[src/logic/kpm_map.svh]
`ifndef KPM_MAP_SVH
`define KPM_MAP_SVH
// ----------------------------------------
// timing
// ----------------------------------------
`define KPM_CLK_HZ 125000000
`define KPM_HOLD_MS 2000
`define KPM_IDLE_S 300
`define KPM_DEB_MS 10
`define KPM_PWM_MS 1000
`define KPM_DUTY_LO 15
`define KPM_DUTY_HI 85
// ----------------------------------------
// register offsets and fields
// ----------------------------------------
`define KPM_CTRL_OFS 8'h00
`define KPM_STAT_OFS 8'h04
`define KPM_WORK_OFS 8'h08
`define KPM_SAVE_OFS 8'h0C
`define KPM_KEY_OFS 8'h10
`define KPM_CTRL_ROLE 0
`define KPM_CTRL_SAFECLR 1
// ----------------------------------------
// reset values and answers
// ----------------------------------------
`define KPM_SET_DEF 10'h200
`define KPM_PASS_DEF 16'h0000
`define KPM_RESP_OK 2'h0
`define KPM_RESP_ERR 2'h2
`endif

[src/logic/kpm_pkg.sv]
package kpm_pkg;
  typedef struct packed {
    logic apply;
    logic up;
    logic down;
  } kpm_keys_s;

  typedef struct packed {
    logic range_high;
    logic blanking;
    logic mute_dur_8h;
    logic [2:0] beam_suppression_item;
    logic chaining_item;
    logic beam_coding;
    logic contactor_monitoring;
    logic restart_inhibit;
  } kpm_set_s;

  typedef enum logic [3:0] {
    ST_RUN = 4'h0,
    ST_E1_HOLD = 4'h1,
    ST_E1_REL = 4'h2,
    ST_E_GAP = 4'h3,
    ST_E2_HOLD = 4'h4,
    ST_E2_REL = 4'h5,
    ST_PASS = 4'h6,
    ST_RMENU = 4'h7,
    ST_ROPT = 4'h8,
    ST_SHOW = 4'h9,
    ST_EMENU = 4'hA,
    ST_EACK = 4'hB,
    ST_LAMP = 4'hC,
    ST_SAFE = 4'hD,
    ST_E_READY = 4'hE
  } kpm_state_e;

  typedef enum logic [2:0] {
    IT_RES = 3'h0,
    IT_EDM = 3'h1,
    IT_CODE = 3'h2,
    IT_CHAINING_ITEM = 3'h3,
    IT_BEAM_SUPPRESSION_ITEM = 3'h4,
    IT_SAVE = 3'h5,
    IT_EXIT = 3'h6
  } kpm_item_e;

  typedef struct packed {
    logic err_led;
    logic range_led;
    logic code_led;
    logic opt_flash;
    logic [3:0] digit_flash;
    logic [3:0] digit_val;
    logic [1:0] level;
    logic [2:0] item;
    logic [2:0] option;
    logic safe;
  } kpm_disp_s;

  typedef struct packed {
    logic session;
    logic err;
    logic unlock;
    logic [2:0] opt;
    logic [2:0] item;
    logic [3:0] state;
  } kpm_stat_s;
endpackage

[src/logic/kpm_top.sv]
// The register offsets and register access over AXI4-Lite were chosen for this implementation.
`timescale 1ns/1ps
`include "kpm_map.svh"
module kpm_top import kpm_pkg::*; #(
  parameter int DEB_CYC = `KPM_DEB_MS * (`KPM_CLK_HZ / 1000),
  parameter int HOLD_CYC = `KPM_HOLD_MS * (`KPM_CLK_HZ / 1000),
  parameter int PWM_CYC = `KPM_PWM_MS * (`KPM_CLK_HZ / 1000),
  parameter longint IDLE_CYC = 64'(`KPM_IDLE_S) * `KPM_CLK_HZ
) (
  input wire logic clk_in,
  input wire logic nrst_in,
  input wire kpm_keys_s keys_in,
  input wire logic error_mode_in,
  output kpm_disp_s disp_out,
  output logic [1:0] safety_switch_output_out,
  input wire logic s_axi_awvalid_in,
  output logic s_axi_awready_out,
  input wire logic [31:0] s_axi_awaddr_in,
  input wire logic [2:0] s_axi_awprot_in,
  input wire logic s_axi_wvalid_in,
  output logic s_axi_wready_out,
  input wire logic [31:0] s_axi_wdata_in,
  input wire logic [3:0] s_axi_wstrb_in,
  output logic s_axi_bvalid_out,
  input wire logic s_axi_bready_in,
  output logic [1:0] s_axi_bresp_out,
  input wire logic s_axi_arvalid_in,
  output logic s_axi_arready_out,
  input wire logic [31:0] s_axi_araddr_in,
  input wire logic [2:0] s_axi_arprot_in,
  output logic s_axi_rvalid_out,
  input wire logic s_axi_rready_in,
  output logic [31:0] s_axi_rdata_out,
  output logic [1:0] s_axi_rresp_out
);
  // ----------------------------------------
  // constants and helpers
  // ----------------------------------------
  localparam logic [20:0] DEB_LAST = 21'(DEB_CYC - 1);
  localparam logic [27:0] HOLD_LAST = 28'(HOLD_CYC - 1);
  localparam logic [26:0] PWM_LAST = 27'(PWM_CYC - 1);
  localparam logic [26:0] PWM_HALF = 27'(PWM_CYC / 2);
  localparam logic [26:0] DUTY_LO =
    27'(longint'(PWM_CYC) * `KPM_DUTY_LO / 100);
  localparam logic [26:0] DUTY_HI =
    27'(longint'(PWM_CYC) * `KPM_DUTY_HI / 100);
  localparam logic [35:0] IDLE_LAST = 36'(IDLE_CYC - 1);
  localparam kpm_set_s SET_DEF = `KPM_SET_DEF;
  localparam logic [15:0] PASS_CODE = `KPM_PASS_DEF;

  // 0..4 for mapped words, 7 for anything else
  function automatic logic [2:0] reg_idx(logic [31:0] a);
    logic [2:0] r;
    r = 3'h7;
    if (a[31:8] == 24'h0) begin
      unique case (a[7:0])
        `KPM_CTRL_OFS: r = 3'h0;
        `KPM_STAT_OFS: r = 3'h1;
        `KPM_WORK_OFS: r = 3'h2;
        `KPM_SAVE_OFS: r = 3'h3;
        `KPM_KEY_OFS: r = 3'h4;
        default: r = 3'h7;
      endcase
    end
    return r;
  endfunction

  function automatic logic [3:0] dstep(logic [3:0] d, logic inc);
    if (inc) begin
      return (d == 4'h9) ? 4'h0 : 4'(d + 4'h1);
    end
    return (d == 4'h0) ? 4'h9 : 4'(d - 4'h1);
  endfunction

  // option 0 = on, 1 = off; beam suppression takes its mode code directly
  function automatic kpm_set_s pick(kpm_set_s s, logic [2:0] it,
                                    logic [2:0] op);
    kpm_set_s r;
    r = s;
    unique case (it)
      IT_RES: begin
        r.restart_inhibit = (op == 3'h0);
        if (op != 3'h0) begin
          r.beam_suppression_item = 3'h0;
        end
      end
      IT_EDM: r.contactor_monitoring = (op == 3'h0);
      IT_CODE: r.beam_coding = (op == 3'h0);
      IT_CHAINING_ITEM: begin
        r.chaining_item = (op == 3'h0);
        if (op == 3'h0 && s.beam_suppression_item >= 3'h3) begin
          r.beam_suppression_item = 3'h0;
        end
      end
      IT_BEAM_SUPPRESSION_ITEM: begin
        r.beam_suppression_item = op;
        if (op != 3'h0) begin
          r.restart_inhibit = 1'b1;
        end
        if (op >= 3'h3) begin
          r.chaining_item = 1'b0;
        end
      end
      default: r = s;
    endcase
    return r;
  endfunction

  // ----------------------------------------
  // reset release and input synchronisers
  // ----------------------------------------
  logic rst_s1, rst_n;
  always_ff @(posedge clk_in or negedge nrst_in) begin
    if (!nrst_in) begin
      rst_s1 <= 1'b0;
      rst_n <= 1'b0;
    end else begin
      rst_s1 <= 1'b1;
      rst_n <= rst_s1;
    end
  end

  logic err_s1, err_s;
  always_ff @(posedge clk_in or negedge rst_n) begin
    if (!rst_n) begin
      err_s1 <= 1'b0;
      err_s <= 1'b0;
    end else begin
      err_s1 <= error_mode_in;
      err_s <= err_s1;
    end
  end

  wire [2:0] key_raw = 3'(keys_in);
  logic ks1 [0:2];
  logic ks2 [0:2];
  logic kdb [0:2];
  logic [20:0] dcnt [0:2];
  genvar g;
  generate
    for (g = 0; g < 3; g++) begin : g_deb
      always_ff @(posedge clk_in or negedge rst_n) begin
        if (!rst_n) begin
          ks1[g] <= 1'b0;
          ks2[g] <= 1'b0;
          kdb[g] <= 1'b0;
          dcnt[g] <= 21'h0;
        end else begin
          ks1[g] <= key_raw[g];
          ks2[g] <= ks1[g];
          if (ks2[g] == kdb[g]) begin
            dcnt[g] <= 21'h0;
          end else if (dcnt[g] == DEB_LAST) begin
            kdb[g] <= ks2[g];
            dcnt[g] <= 21'h0;
          end else begin
            dcnt[g] <= 21'(dcnt[g] + 21'h1);
          end
        end
      end
    end
  endgenerate

  wire [2:0] kd = {kdb[2], kdb[1], kdb[0]};
  logic [2:0] kprev;
  wire [2:0] press = kd & ~kprev;
  wire key_chg = |(kd ^ kprev);
  wire both_held = kd[0] & kd[2];

  // ----------------------------------------
  // register bus decode
  // ----------------------------------------
  kpm_state_e state, next_state;
  logic aw_full, w_full, role;
  logic [31:0] awaddr_q, wdata_q;
  logic [3:0] wstrb_q;
  logic unlock, next_unlock;
  kpm_set_s work, saved, pend, next_work, next_saved, next_pend;

  wire wr_fire = aw_full & w_full & ~s_axi_bvalid_out;
  wire [2:0] wr_idx = reg_idx(awaddr_q);
  wire [2:0] rd_idx = reg_idx(s_axi_araddr_in);
  wire lanes_lo = &wstrb_q[1:0];
  wire in_run = (state == ST_RUN);
  wire rem_ok = in_run & unlock;
  wire rem_work = wr_fire & (wr_idx == 3'h2) & rem_ok & lanes_lo;
  wire rem_key = wr_fire & (wr_idx == 3'h4) & in_run & lanes_lo;
  wire safe_clr = wr_fire & (wr_idx == 3'h0) & wstrb_q[0] &
                  wdata_q[`KPM_CTRL_SAFECLR];
  wire wr_err = (wr_idx == 3'h7) | ((wr_idx == 3'h2) & ~rem_ok) |
                ((wr_idx == 3'h4) & ~in_run);
  wire session = (state == ST_PASS) | (state == ST_RMENU) |
                 (state == ST_ROPT) | (state == ST_SHOW) |
                 (state == ST_EMENU) | (state == ST_EACK);
  logic [2:0] item, opt, next_item, next_opt;
  kpm_stat_s stat;
  assign stat = '{session: session, err: err_s, unlock: unlock,
                  opt: opt, item: item, state: state};
  logic [31:0] rd_mux;
  always_comb begin
    unique case (rd_idx)
      3'h0: rd_mux = {31'h0, role};
      3'h1: rd_mux = 32'(stat);
      3'h2: rd_mux = 32'(work);
      3'h3: rd_mux = 32'(saved);
      default: rd_mux = 32'h0;
    endcase
  end

  // ----------------------------------------
  // register bus slave
  // ----------------------------------------
  always_ff @(posedge clk_in or negedge rst_n) begin
    if (!rst_n) begin
      s_axi_awready_out <= 1'b0;
      s_axi_wready_out <= 1'b0;
      s_axi_bvalid_out <= 1'b0;
      s_axi_bresp_out <= `KPM_RESP_OK;
      s_axi_arready_out <= 1'b0;
      s_axi_rvalid_out <= 1'b0;
      s_axi_rdata_out <= 32'h0;
      s_axi_rresp_out <= `KPM_RESP_OK;
      aw_full <= 1'b0;
      w_full <= 1'b0;
      awaddr_q <= 32'h0;
      wdata_q <= 32'h0;
      wstrb_q <= 4'h0;
      role <= 1'b0;
    end else begin
      if (s_axi_awvalid_in && s_axi_awready_out) begin
        aw_full <= 1'b1;
        awaddr_q <= s_axi_awaddr_in;
        s_axi_awready_out <= 1'b0;
      end else if (!aw_full) begin
        s_axi_awready_out <= 1'b1;
      end
      if (s_axi_wvalid_in && s_axi_wready_out) begin
        w_full <= 1'b1;
        wdata_q <= s_axi_wdata_in;
        wstrb_q <= s_axi_wstrb_in;
        s_axi_wready_out <= 1'b0;
      end else if (!w_full) begin
        s_axi_wready_out <= 1'b1;
      end
      if (wr_fire) begin
        s_axi_bvalid_out <= 1'b1;
        s_axi_bresp_out <= wr_err ? `KPM_RESP_ERR : `KPM_RESP_OK;
        if (wr_idx == 3'h0 && wstrb_q[0]) begin
          role <= wdata_q[`KPM_CTRL_ROLE];
        end
      end
      if (s_axi_bvalid_out && s_axi_bready_in) begin
        s_axi_bvalid_out <= 1'b0;
        aw_full <= 1'b0;
        w_full <= 1'b0;
      end
      if (s_axi_arvalid_in && s_axi_arready_out) begin
        s_axi_arready_out <= 1'b0;
        s_axi_rvalid_out <= 1'b1;
        s_axi_rdata_out <= rd_mux;
        s_axi_rresp_out <= (rd_idx == 3'h7) ? `KPM_RESP_ERR
                                            : `KPM_RESP_OK;
      end else if (!s_axi_rvalid_out) begin
        s_axi_arready_out <= 1'b1;
      end
      if (s_axi_rvalid_out && s_axi_rready_in) begin
        s_axi_rvalid_out <= 1'b0;
      end
    end
  end

  // ----------------------------------------
  // timers
  // ----------------------------------------
  logic [27:0] tmr;
  logic [35:0] icnt;
  logic [26:0] pcnt;
  wire tdone = (tmr == HOLD_LAST);
  wire idle_done = (icnt == IDLE_LAST);
  wire blink = (pcnt < PWM_HALF);

  // ----------------------------------------
  // menu sequencer
  // ----------------------------------------
  logic [15:0] ent, next_ent;
  logic [1:0] pos, next_pos;
  wire [3:0] cur_dig = ent[{pos, 2'b00} +: 4];
  wire [2:0] opt_last = (item == IT_BEAM_SUPPRESSION_ITEM) ? 3'h5 : 3'h2;

  always_comb begin
    next_state = state;
    next_work = work;
    next_saved = saved;
    next_pend = pend;
    next_ent = ent;
    next_pos = pos;
    next_item = item;
    next_opt = opt;
    next_unlock = unlock;
    if (rem_key) begin
      next_unlock = (wdata_q[15:0] == PASS_CODE);
    end
    if (rem_work) begin
      next_work = kpm_set_s'(wdata_q[9:0]);
      next_saved = kpm_set_s'(wdata_q[9:0]);
    end
    unique case (state)
      ST_RUN: begin
        if (press[0]) begin
          next_state = ST_E1_HOLD;
        end
      end
      ST_E1_HOLD: begin
        if (!kd[0]) begin
          next_state = ST_RUN;
        end else if (tdone) begin
          next_state = ST_E1_REL;
        end
      end
      ST_E1_REL: begin
        if (!kd[0]) begin
          next_state = ST_E_GAP;
        end
      end
      ST_E_GAP: begin
        if (tdone) begin
          next_state = ST_E_READY;
        end
      end
      ST_E_READY: begin
        if (press[0]) begin
          next_state = ST_E2_HOLD;
        end else if (tdone) begin
          next_state = ST_RUN;
        end
      end
      ST_E2_HOLD: begin
        if (!kd[0]) begin
          next_state = ST_RUN;
        end else if (tdone) begin
          next_state = ST_E2_REL;
        end
      end
      ST_E2_REL: begin
        if (!kd[0]) begin
          next_state = ST_PASS;
          next_unlock = 1'b0;
          next_ent = 16'h0;
          next_pos = 2'h0;
          next_item = 3'h0;
          next_opt = 3'h0;
          if (err_s) begin
            next_work = SET_DEF;
          end
          next_pend = err_s ? SET_DEF : work;
        end
      end
      ST_PASS: begin
        if (press[1] || press[0]) begin
          next_ent[{pos, 2'b00} +: 4] = dstep(cur_dig, press[1] | ~role);
        end else if (press[2]) begin
          next_pos = 2'(pos + 2'h1);
          if (pos == 2'h3) begin
            if (ent == PASS_CODE) begin
              next_state = role ? ST_RMENU : ST_EMENU;
            end else begin
              next_ent = 16'h0;
            end
          end
        end
      end
      ST_RMENU: begin
        if (press[0]) begin
          next_item = (item == IT_EXIT) ? 3'h0 : 3'(item + 3'h1);
        end else if (press[1]) begin
          next_item = (item == 3'h0) ? IT_EXIT : 3'(item - 3'h1);
        end else if (press[2]) begin
          next_opt = 3'h0;
          if (item == IT_SAVE) begin
            next_saved = work;
            next_state = ST_RUN;
          end else if (item == IT_EXIT) begin
            next_state = ST_RUN;
          end else begin
            next_state = ST_ROPT;
          end
        end
      end
      ST_ROPT: begin
        if (press[0]) begin
          next_opt = (opt == opt_last) ? 3'h0 : 3'(opt + 3'h1);
        end else if (press[1]) begin
          next_opt = (opt == 3'h0) ? opt_last : 3'(opt - 3'h1);
        end else if (press[2]) begin
          if (opt == opt_last) begin
            next_state = ST_RMENU;
          end else begin
            next_work = pick(work, item, opt);
            next_state = ST_SHOW;
          end
        end
      end
      ST_SHOW: begin
        if (tdone) begin
          next_state = ST_RMENU;
        end
      end
      ST_EMENU: begin
        if (both_held) begin
          next_state = ST_EACK;
        end else if (press[0]) begin
          next_item = {2'b00, ~item[0]};
        end else if (press[2]) begin
          if (item[0]) begin
            next_pend.beam_coding = ~pend.beam_coding;
          end else begin
            next_pend.range_high = ~pend.range_high;
          end
        end
      end
      ST_EACK: begin
        if (!both_held) begin
          next_state = ST_EMENU;
        end else if (tdone) begin
          next_saved = pend;
          next_work = pend;
          next_state = ST_LAMP;
        end
      end
      ST_LAMP: begin
        if (tdone) begin
          next_state = ST_RUN;
        end
      end
      ST_SAFE: begin
        if (safe_clr) begin
          next_state = ST_RUN;
        end
      end
      default: next_state = ST_RUN;
    endcase
    if (session && idle_done) begin
      next_state = ST_SAFE;
      next_work = saved;
    end
  end

  // ----------------------------------------
  // indication
  // ----------------------------------------
  wire emenu = (state == ST_EMENU);
  wire lamp = (state == ST_LAMP);
  wire rng_duty = (pcnt < (pend.range_high ? DUTY_HI : DUTY_LO));
  wire cod_duty = (pcnt < (pend.beam_coding ? DUTY_HI : DUTY_LO));
  wire err_lit = (state == ST_RUN) ? err_s :
                 ~((state == ST_E1_REL) | (state == ST_E_GAP) |
                   (state == ST_E2_REL) | session & ~(state == ST_EACK));
  kpm_disp_s next_disp;
  assign next_disp = '{
    err_led: err_lit | lamp,
    range_led: emenu ? (~item[0] & rng_duty)
                     : lamp | (in_run & work.range_high),
    code_led: emenu ? (item[0] & cod_duty)
                    : lamp | (in_run & work.beam_coding),
    opt_flash: (state == ST_ROPT) & blink,
    digit_flash: (state == ST_PASS) ?
                 (4'(4'h1 << pos) & {4{blink}}) : 4'h0,
    digit_val: (state == ST_PASS) ? cur_dig : 4'h0,
    level: (state == ST_ROPT || state == ST_SHOW) ? 2'h1 : 2'h0,
    item: item,
    option: opt,
    safe: (state == ST_SAFE)};
  // outputs only enabled in plain run mode without an error
  wire safety_switch_output_ok = in_run & ~err_s;

  // ----------------------------------------
  // state registers
  // ----------------------------------------
  always_ff @(posedge clk_in or negedge rst_n) begin
    if (!rst_n) begin
      state <= ST_RUN;
      work <= SET_DEF;
      saved <= SET_DEF;
      pend <= SET_DEF;
      ent <= 16'h0;
      pos <= 2'h0;
      item <= 3'h0;
      opt <= 3'h0;
      unlock <= 1'b0;
      kprev <= 3'h0;
      tmr <= 28'h0;
      icnt <= 36'h0;
      pcnt <= 27'h0;
      disp_out <= '0;
      safety_switch_output_out <= 2'b00;
    end else begin
      state <= next_state;
      work <= next_work;
      saved <= next_saved;
      pend <= next_pend;
      ent <= next_ent;
      pos <= next_pos;
      item <= next_item;
      opt <= next_opt;
      unlock <= next_unlock;
      kprev <= kd;
      tmr <= (next_state != state) ? 28'h0
           : (tdone ? tmr : 28'(tmr + 28'h1));
      // any key edge or bus write counts as activity
      icnt <= (!session || key_chg || wr_fire) ? 36'h0
            : 36'(icnt + 36'h1);
      pcnt <= (pcnt == PWM_LAST) ? 27'h0 : 27'(pcnt + 27'h1);
      disp_out <= next_disp;
      safety_switch_output_out <= {2{safety_switch_output_ok}};
    end
  end
endmodule

[config.mk]
export PLATFORM = sky130hd
export DESIGN_NAME = kpm_top
export DESIGN_NICKNAME = d
export VERILOG_FILES = /design/src/logic/kpm_pkg.sv /design/src/logic/kpm_top.sv
export VERILOG_INCLUDE_DIRS = /design/src /design/src/logic
export SDC_FILE = /design/constraint.sdc
export NUM_CORES = 1
export LEC_CHECK = 0
export BUFFER_PORTS_ARGS = -buffer_cell sky130_fd_sc_hd__buf_2
export CORE_MARGIN = 3
export CORE_UTILIZATION = 40
export CTS_BUF_LIST = sky130_fd_sc_hd__clkbuf_4
export DETAILED_ROUTE_END_ITERATION = 10
export PLACE_DENSITY_LB_ADDON = 0.3
export SETUP_SLACK_MARGIN = 0.15
export SLEW_MARGIN = 30
export SYNTH_ARGS = -nofsm -noshare
export SYNTH_HDL_FRONTEND = slang
export SYNTH_SLANG_ARGS = --single-unit
[constraint.sdc]
create_clock -name clk_in -period 10.5 [get_ports clk_in]
set_clock_uncertainty 0.05 [all_clocks]
set_input_delay 0.525 -clock clk_in [delete_from_list [all_inputs] [get_ports clk_in]]
set_output_delay 0.525 -clock clk_in [all_outputs]
set_load 0.03 [all_outputs]
==> impl_metrics.yaml, run 1 <==
synthesis:
  synthTopCellsByArea: "dfrtp_1, nor2_1, mux2_2"
  ys_warn_count: 0
  synth_most_common_cell: "dfrtp_1"
  syn_inst: 1757
  yosysSeqAreaShare_pct: 46.6
  synth_flop_cell: "dfrtp_1"
  synth_edf_count: 0
  synth_top_area_share_pct: 46.2
  netlist_area_um2: 17300
  async_flop_share_pct: 100
  synth_area_per_cell_um2: 9.87
  synthTopCellsByCount: "dfrtp_1, nor2_1, nand2_1"
  ys_seq_elements: 323
  synth_cell_type_count: 84
  yosysTopAreaCell: "dfrtp_1"
setup_path:
  reg2reg_to: "tmr[9]"
  cp-end-kind: "flip-flop"
  crit_fanout: 18
  startpoint: "item[0]"
  rr_startpoint: "item[0]"
  worstPathRequired_ns: 11.09
  cp_slowest_stage_delay_ns: 0.50
  endpoint: "tmr[9]"
  worstPathArrival_ns: 4.70
  rr_worst_depth: 13
  path_class: "flip-flop to flip-flop"
  cpMaxStageDelayCell: "o2111ai_4"
  start_kind: "flip-flop"
  ff2ff_setup_slack_ns: 6.39
  crit_path_cell_trace: "inv_1 -> ha_1 -> nand2_1 -> inv_1 -> ha_1 -> nor3b_1 -> a21oi_1 -> a211oi_1 -> o41ai_1 -> o31a_1 -> o2111ai_4 -> buf_16 -> nor3_1"
sta:
  setup-tns-final_ns: 0
  drv_slew: 0
  fmaxAchievable_ghz: 0.243
  grt_setup_unrepaired: "false"
  setup_viol: 0
  worst_pin_slew_ns: 0.976
  fin_crit_ns: 4.11
  hold_viol: 0
  hold_slack_ns: 0.150
  slew-limit-headroom_pct: 34.4
  min_period_over_period_pct: 39.1
  fin_ws_ns: 6.39
pwr:
  p_sw_share_pct: 27.4
  ir_drop_uv: 157
  clkPwrFrac_pct: 38.5
  pwr-share-seq_pct: 50.9
  power_switching_mw: 0.792
  p_int_mw: 2.09
  powerDensity_nw_per_um2: 142
  p_leak_nw: 8.87
  comb_power_share_pct: 10.6
detailed_routing:
  num_vias: 14300
  avgRoutedWirePerCell_um: 16.5
  drc: 0
  vias_per_cell: 5.41
  drtIter0Drc: 855
  drt_first_pass_iters: 5
  totalWireLength_um: 43500
  ant_nets: 0
floorplanning:
  die_h_um: 214
  initial_core_util_pct: 40.9
  die_x_um: 214
  io_pins: 181
  placementRows: 75
  dieArea_um2: 45900
  core_area_um2: 42400
place:
  dp_slack_ns: 6.40
  gp_congestion: 0.862
  io_buffers: 134
  hpwl_um: 29500
clock_tree:
  clk_pin_slew_ns: 0.06
  cts_buffers: 87
  cts_tree: "built"
  clk_latency_ns: 0.81
  clk_path_buf_depth: 3
  clock-sinks: 323
  ctsRootBufferMaster: "clkbuf_4"
  cts-htree-levels: 3
  cts_setup_buffers: 0
  ctsResizeCount: 0
global_route:
  grt_pass1_wl_um: 72600
  first_global_vias: 14400
  grt_max_degree: 86
  antenna_found_initial: 4
  grt_usage_pct: 18.9
  grt_overflow: 0
outcome:
  status: "completed"
hold_path:
  hp-class: "input port to flip-flop"
layout:
  nets: 2164
  syn_to_final_growth_pct: 16.8
  drive_gt1_share_pct: 19.3
  fillers: 4006
flow_run:
  maxCapViolCount: 0
area by class of cell:
class / instances / area [um^2] / area share [%]
antenna: 2 / 5.00 / 0.0247
clock buffer: 126 / 946 / 4.67
clock inverter: 30 / 155 / 0.766
inverter: 44 / 165 / 0.815
multi-input combinational: 1330 / 8770 / 43.3
sequential: 323 / 8090 / 39.9
tap: 577 / 722 / 3.56
timing repair buffer: 208 / 1410 / 6.97
registers in the layout, indices dropped and copies added (netlist names), 2 cells and up:
register,count
dcnt,63
icnt,36
awaddr_q,32
tmr,28
pcnt,27
disp_out,20
ent,16
wdata_q,16
s_axi_rdata_out,13
pend,10
saved,10
work,10
state,4
item,3
kd,3
kprev,3
ks1,3
ks2,3
opt,3
pos,2
wstrb_q,2
per-layer routing:
metal	track usage, %	up-vias	share of wire [%]
met4	6.56	2	2.6
li1	-	6791	-
met1	25.2	7010	46
met5	0	-	0.030
met2	29.9	381	46
met3	5.02	105	6.0
kinds of logic after synthesis:
group	Yosys count	synth area share, %
other	2	0.0433
flip-flops	323	46.6
buffers and inverters	125	3.43
XOR/XNOR	135	6.82
multiplexers	96	6.32
AO/OA/AOI/OAI	273	10.3
adder cells (fa/ha/maj)	53	3.82
AND/OR/NAND/NOR	750	22.6
critical path: cells and delay by family (launching register included):
family	cells	cell delay [ns]
buf+inv	3	0.66
fa+ha+maj	2	0.63
flops	1	0.47
simple gates	3	0.72
compound gates	5	1.44
stage by stage:
step | total power, mW | cell area [um^2] | util [%] | cells
6_report | 2.89 | 20300 | 47.8 | 2640
3_5_place_dp | 1.77 | 18500 | 43.7 | 2419
4_1_cts | 2.92 | 20200 | 47.7 | 2637
2_1_floorplan | 1.67 | 17400 | - | 1778
3_3_place_gp | 1.76 | 18500 | 43.6 | 2418
5_1_grt | 3.04 | 20300 | 47.8 | 2640
placed cells by master, fill, tap and decap left out, types with 6 or more instances in the layout:
master	instances
nor4b_1	8
nor2b_1	20
and3_1	24
clkinv_1	23
xor2_1	69
a21o_1	7
a211oi_1	12
inv_1	43
xnor2_1	66
mux2i_1	27
dfrtp_1	319
and2_1	13
conb_1	23
nand2b_1	12
buf_2	134
dlygate4sd3_1	62
a22o_1	23
o21ai_0	78
nor4_1	34
nand4_1	41
and4_1	12
ha_1	53
nand3_1	85
mux2_2	64
or2_2	6
o211ai_1	6
a31oi_1	13
nand4b_1	6
buf_4	8
clkbuf_4	126
o31ai_1	14
nor3_1	38
o21a_1	7
nand2_1	154
or3_1	18
a221o_1	6
nor3_2	20
a21oi_1	64
nor2_1	210
power by group through the flow:
stage	Sequential [mW]	Combinational (mW)	Clock (mW)
detailed placement	1.49	0.285	0
global placement	1.48	0.277	0
CTS	1.46	0.303	1.15
global route	1.48	0.337	1.22
finish	1.47	0.305	1.11
floorplan	1.48	0.192	0
what timing repair did:
action / in CTS / in global routing
endpoints found under the setup margin: 0 / 0
hold endpoints to repair: 64 / 0
hold buffers: 62 / 0
worst min-delay path by stage:
stage	startpoint	endpoint	depth (start not counted)
after detailed placement	rst_n	dcnt[28]	0
after global routing	s_axi_araddr_in[15]	s_axi_rresp_out[1]	5
after floorplan	nrst_in	rst_n	0
after CTS	s_axi_araddr_in[21]	s_axi_rresp_out[1]	5
after global placement	rst_n	ks1[1]	0
final	s_axi_araddr_in[21]	s_axi_rresp_out[1]	5
No activity file was read; power rests on OpenSTA's default activity.
==> run 2: changes to the inputs <==
clock period = 3.7 ns   (was 10.5 ns; I/O delays follow)
==> run 2 against run 1 <==
  * Sequential power increased to 2.9 times the previous value
  * Die area unchanged
  * Sequential share of layout area decreased by 1.6 points
  * Worst setup slack got worse by 6.0 ns
  * Routed wire length increased by 5.5%
  * Clock power increased to 3.1 times the previous value
  * Sequential cell count unchanged
  * Design area increased by 4.0%
  * Highest routed layer is now met4
==> impl_metrics.yaml, run 2 (synthesis results as in run 1) <==
pwr:
  powerDensity_nw_per_um2: 407
  p_int_mw: 6.23
  ir_drop_uv: 421
  comb_power_share_pct: 11.0
  clkPwrFrac_pct: 40.2
  p_leak_nw: 9.26
  pwr-share-seq_pct: 48.9
  power_switching_mw: 2.34
  p_sw_share_pct: 27.3
floorplanning:
  core_area_um2: 42400
  io_pins: 181
  initial_core_util_pct: 40.9
  die_x_um: 214
  placementRows: 75
  dieArea_um2: 45900
  die_h_um: 214
setup_path:
  endpoint: "tmr[9]"
  ff2ff_setup_slack_ns: 0.38
  path_class: "flip-flop to flip-flop"
  start_kind: "flip-flop"
  startpoint: "item[1]"
  path_buf_inv: 4
  rr_worst_depth: 14
  reg2reg_to: "tmr[9]"
  cpMaxStageDelayCell: "dfrtp_1"
  crit_path_cell_trace: "inv_1 -> ha_4 -> nand2_1 -> inv_2 -> ha_1 -> nor3b_1 -> buf_4 -> a21oi_1 -> a211oi_2 -> o41ai_2 -> nor4_2 -> o2111ai_4 -> clkbuf_16 -> nor3_1"
  worst-path-stages: 14
  cp-end-kind: "flip-flop"
  worstPathArrival_ns: 3.98
  rr_startpoint: "item[1]"
  worstPathRequired_ns: 4.36
  cp_slowest_stage_delay_ns: 0.44
  crit_fanout: 14
  path_delay_family: "simple AND/OR/NAND/NOR gates"
layout:
  fin_area_um2: 21100
  top_regs: "dcnt x63, icnt x36, awaddr_q x32"
  final_cells: 2713
  drive_gt1_share_pct: 20.3
  nets: 2237
  final_common_cell: "dfrtp_1"
  final_cell_mix: "dfrtp_1, nor2_1, nand2_1"
  syn_to_final_growth_pct: 21.6
  largest_reg_flops: 63
  regMostFlops: "dcnt"
sta:
  fin_crit_ns: 3.32
  worst_pin_slew_ns: 0.845
  hold_viol: 0
  grt_setup_unrepaired: "false"
  drv_slew: 0
  slew-limit-headroom_pct: 43.2
  setup-tns-final_ns: 0
  setup_viol: 0
  min_period_over_period_pct: 89.7
  fmaxAchievable_ghz: 0.301
clock_tree:
  clk_pin_slew_ns: 0.07
  ctsRootBufferMaster: "clkbuf_4"
  cts_buffers: 88
  clock-sinks: 323
  clk_latency_ns: 0.85
  clk_path_buf_depth: 3
  cts-htree-levels: 3
  cts_tree: "built"
detailed_routing:
  num_vias: 14600
  drt_first_pass_iters: 6
  totalWireLength_um: 45900
  ant_nets: 0
  drtIter0Drc: 1045
  avgRoutedWirePerCell_um: 16.9
  drc: 0
  vias_per_cell: 5.39
global_route:
  grt_pass1_wl_um: 75400
  grt_usage_pct: 19.8
  grt_overflow: 0
  antenna_found_initial: 4
  first_global_vias: 14600
  grt_max_degree: 64
hold_path:
  hp-class: "input port to flip-flop"
  holdPathStages: 3
place:
  gp_congestion: 0.895
  hpwl_um: 30400
  io_buffers: 134
  dp.cells: 2448
  postPlaceCellArea_um2: 18800
flow_run:
  maxCapViolCount: 0
outcome:
  status: "completed"
==> run 2: changes by cell type in the layout (fill, tap and decap cells not counted), moves of 2 or more <==
cell	previous run	this run
buf_12	0	6
buf_4	8	36
buf_6	3	0
bufinv_16	1	5
clkbuf_4	126	122
clkinv_1	23	20
clkinvlp_4	2	0
diode_2	2	6
dlygate4sd3_1	62	103
inv_6	0	4
nor4_2	2	4
==> run 2: power by group through the flow <==
stage	clock (mW)	combinational [mW]	sequential (mW)
2_1_floorplan	0	0.545	4.20
3_3_place_gp	0	0.795	4.20
3_5_place_dp	0	0.824	4.22
4_1_cts	3.56	0.910	4.15
5_1_grt	3.79	1.03	4.23
6_report	3.44	0.942	4.19
==> run 2: metal layers <==
layer / share of wire, % / GRT usage (%) / vias up / wire, um
li1: - / - / 6921 / -
met1: 44 / 26.6 / 7111 / 20300
met2: 47 / 31.1 / 484 / 21400
met3: 6.5 / 4.90 / 110 / 2970
met4: 2.6 / 7.39 / 0 / 1200
met5: 0 / 0 / - / 0
==> run 2: worst register-to-register path, cell delays in order (launching register included) <==
cell,delay [ns]
dfrtp_1,0.44
inv_1,0.15
ha_4,0.20
nand2_1,0.12
inv_2,0.14
ha_1,0.25
nor3b_1,0.20
buf_4,0.16
a21oi_1,0.07
a211oi_2,0.24
o41ai_2,0.15
nor4_2,0.41
o2111ai_4,0.20
clkbuf_16,0.24
nor3_1,0.21
==> run 2: worst min-delay path by stage <==
| stage | start | end | slack (ns) |
|---|---|---|---|
| 3_5_place_dp | nrst_in | rst_s1 | -0.08 |
| 6_report | s_axi_awaddr_in[8] | awaddr_q[8] | 0.07 |
| 2_1_floorplan | nrst_in | rst_s1 | -0.16 |
| 5_1_grt | s_axi_awaddr_in[31] | awaddr_q[31] | 0.02 |
| 3_3_place_gp | nrst_in | rst_s1 | -0.08 |
| 4_1_cts | s_axi_wdata_in[14] | wdata_q[14] | 0.0006 |
==> run 2: repair_timing <==
item,in CTS,in global routing
buffers inserted,0,2
hold buffers,103,0
setup endpoints to repair,0,28
hold endpoints to repair,77,0
resized for setup,0,6
==> run 2: stage by stage <==
step	utilization, %	total power, mW	hold slack, ns	setup WS [ns]
2_1_floorplan	-	4.75	-0.161	0.449
3_3_place_gp	44.3	4.99	-0.0798	0.334
4_1_cts	49.5	8.62	0.000566	0.259
3_5_place_dp	44.3	5.04	-0.0790	0.296
5_1_grt	49.7	9.04	0.0232	0.137
6_report	49.7	8.57	0.0700	0.383
==> run 2: final cells by class <==
| cell class | instances | area, um^2 |
|---|---|---|
| clock buffers | 122 | 916 |
| fillers | 3950 | 21300 |
| inverters | 44 | 165 |
| diodes | 6 | 15.0 |
| well taps | 577 | 722 |
| clock inverters | 31 | 270 |
| flip-flops and latches | 323 | 8090 |
| multi-input cells | 1330 | 8790 |
| repair buffers | 280 | 2120 |
==> run 3: changes to the inputs <==
CORE_UTILIZATION = 56   (was 40)
==> run 3 against run 2 <==
  * Register-to-register slack gained 0.05 ns
  * Sequential cell count unchanged
  * Largest cell class unchanged
  * First-iteration DRC count increased by 1.7%
  * Critical endpoint is now tmr[8]
==> impl_metrics.yaml, run 3 (synthesis results as in run 1) <==
outcome:
  status: "completed"
pwr:
  powerDensity_nw_per_um2: 409
  p_leak_nw: 9.06
  ir_drop_uv: 478
detailed_routing:
  drt_first_pass_iters: 6
  drc: 0
  totalWireLength_um: 43000
  vias_per_cell: 5.84
  ant_nets: 0
  num_vias: 14500
  avgRoutedWirePerCell_um: 17.3
  drtIter0Drc: 1063
setup_path:
  rr_worst_depth: 13
  path_class: "flip-flop to flip-flop"
  rr_startpoint: "item[1]"
  cp-end-kind: "flip-flop"
  crit_fanout: 28
  ff2ff_setup_slack_ns: 0.44
  reg2reg_to: "tmr[8]"
  start_kind: "flip-flop"
  worstPathArrival_ns: 3.79
  worstPathRequired_ns: 4.22
hold_path:
  hp-class: "input port to flip-flop"
  holdPathStages: 6
  min_from: "s_axi_araddr_in[18]"
  hold_end: "s_axi_rdata_out[10]"
place:
  hpwl_um: 28300
  io_buffers: 134
  postPlaceCellArea_um2: 18500
  gp_congestion: 0.927
clock_tree:
  cts_tree: "built"
  cts_setup_buffers: 0
  clk_pin_slew_ns: 0.07
  cts_buffers: 84
  cts-htree-levels: 3
  clock-sinks: 323
  ctsRootBufferMaster: "clkbuf_4"
  clk_latency_ns: 0.74
  clk_path_buf_depth: 3
sta:
  slew-limit-headroom_pct: 44.7
  worst_pin_slew_ns: 0.818
  grt_setup_unrepaired: "false"
  fin_crit_ns: 3.26
  hold_viol: 0
  min_period_over_period_pct: 88.2
  setup-tns-final_ns: 0
  drv_slew: 0
  setup_viol: 0
  fmaxAchievable_ghz: 0.306
floorplanning:
  core_area_um2: 30100
  initial_core_util_pct: 57.6
  die_h_um: 182
  die_x_um: 182
  placementRows: 63
  io_pins: 181
  dieArea_um2: 33100
global_route:
  first_global_vias: 14500
  grt_overflow: 0
  grt_usage_pct: 26.0
  grt_max_degree: 64
  grt_pass1_wl_um: 71800
  antenna_found_initial: 1
layout:
  drive_gt1_share_pct: 20.1
  largest_reg_flops: 63
  fin_area_um2: 20400
  syn_to_final_growth_pct: 17.6
  top_regs: "dcnt x63, icnt x36, awaddr_q x32"
  final_cell_mix: "dfrtp_1, nor2_1, nand2_1"
  final_common_cell: "dfrtp_1"
  nets: 2196
  regMostFlops: "dcnt"
flow_run:
  maxCapViolCount: 0
[run 3: cell count changes in the layout (fill, tap and decap cells not counted), moves of 2 or more]
cell,previous run,this run
clkbuf_4,122,116
buf_4,36,28
inv_6,4,0
clkinv_2,2,8
bufinv_16,5,3
clkinv_4,0,3
dlygate4sd3_1,103,74
diode_2,6,1
clkinv_1,20,24
[run 3: final cells by class]
type	instances	area [um^2]
antenna	1	2.50
multi-input combinational	1330	8770
tap	390	488
timing repair buffer	243	1760
clock inverter	39	258
fill	2267	9700
clock buffer	116	871
inverter	44	165
sequential	323	8090
[run 3: report_power, final]
| part | switching [mW] | leakage [nW] | internal [mW] |
|---|---|---|---|
| clock | 1.55 | 0.666 | 1.69 |
| combinational | 0.448 | 4.13 | 0.464 |
| sequential | 0.328 | 4.27 | 3.86 |
| total | 2.32 | 9.06 | 6.02 |
[run 3: repair_timing]
item,in CTS,in global routing
hold buffers,74,0
gates resized for setup,0,3
endpoints found under the hold margin,77,0
endpoints found under the setup margin,0,28
[run 3: worst max-delay path, cell delays in order (launching register included)]
cell	delay, ns
dfrtp_1	0.43
inv_1	0.13
ha_2	0.26
nand2_1	0.13
inv_1	0.21
ha_1	0.29
nor3b_2	0.23
a21oi_1	0.09
a211oi_1	0.30
o41ai_1	0.17
o31a_1	0.29
o2111ai_4	0.23
buf_12	0.24
nor3_1	0.08
[run 3: per-layer routing]
layer  GRT usage (%)  part of all wire, %  up-vias
met4            10.1                  2.9        0
met3            5.59                  6.5      102
met1            34.6                   43     7055
met5               0                    0        -
li1                -                    -     6837
met2            42.0                   48      517
[run 3: worst max-delay path by stage]
stage | end | from | cells past startpoint | slack (ns)
final | tmr[8] | item[1] | 13 | 0.44
after global routing | tmr[7] | item[1] | 13 | 0.16
after CTS | tmr[27] | item[1] | 13 | 0.29
after detailed placement | tmr[6] | item[1] | 13 | 0.31
after global placement | tmr[12] | item[1] | 13 | 0.46
after floorplan | aw_full | rst_n | 0 | 0.45
[run 3: through the flow]
| step | util, % | worst slack (ns) | hold WS, ns | power, mW | instances |
|---|---|---|---|---|---|
| after global routing | 67.8 | 0.157 | 0.0743 | 8.73 | 2486 |
| after floorplan | - | 0.449 | -0.161 | 4.75 | 1778 |
| after CTS | 67.7 | 0.291 | 0.00741 | 8.36 | 2485 |
| final | 67.8 | 0.436 | 0.114 | 8.34 | 2486 |
| after detailed placement | 61.5 | 0.313 | -0.0768 | 5.03 | 2256 |
| after global placement | 61.5 | 0.462 | -0.0793 | 4.97 | 2256 |
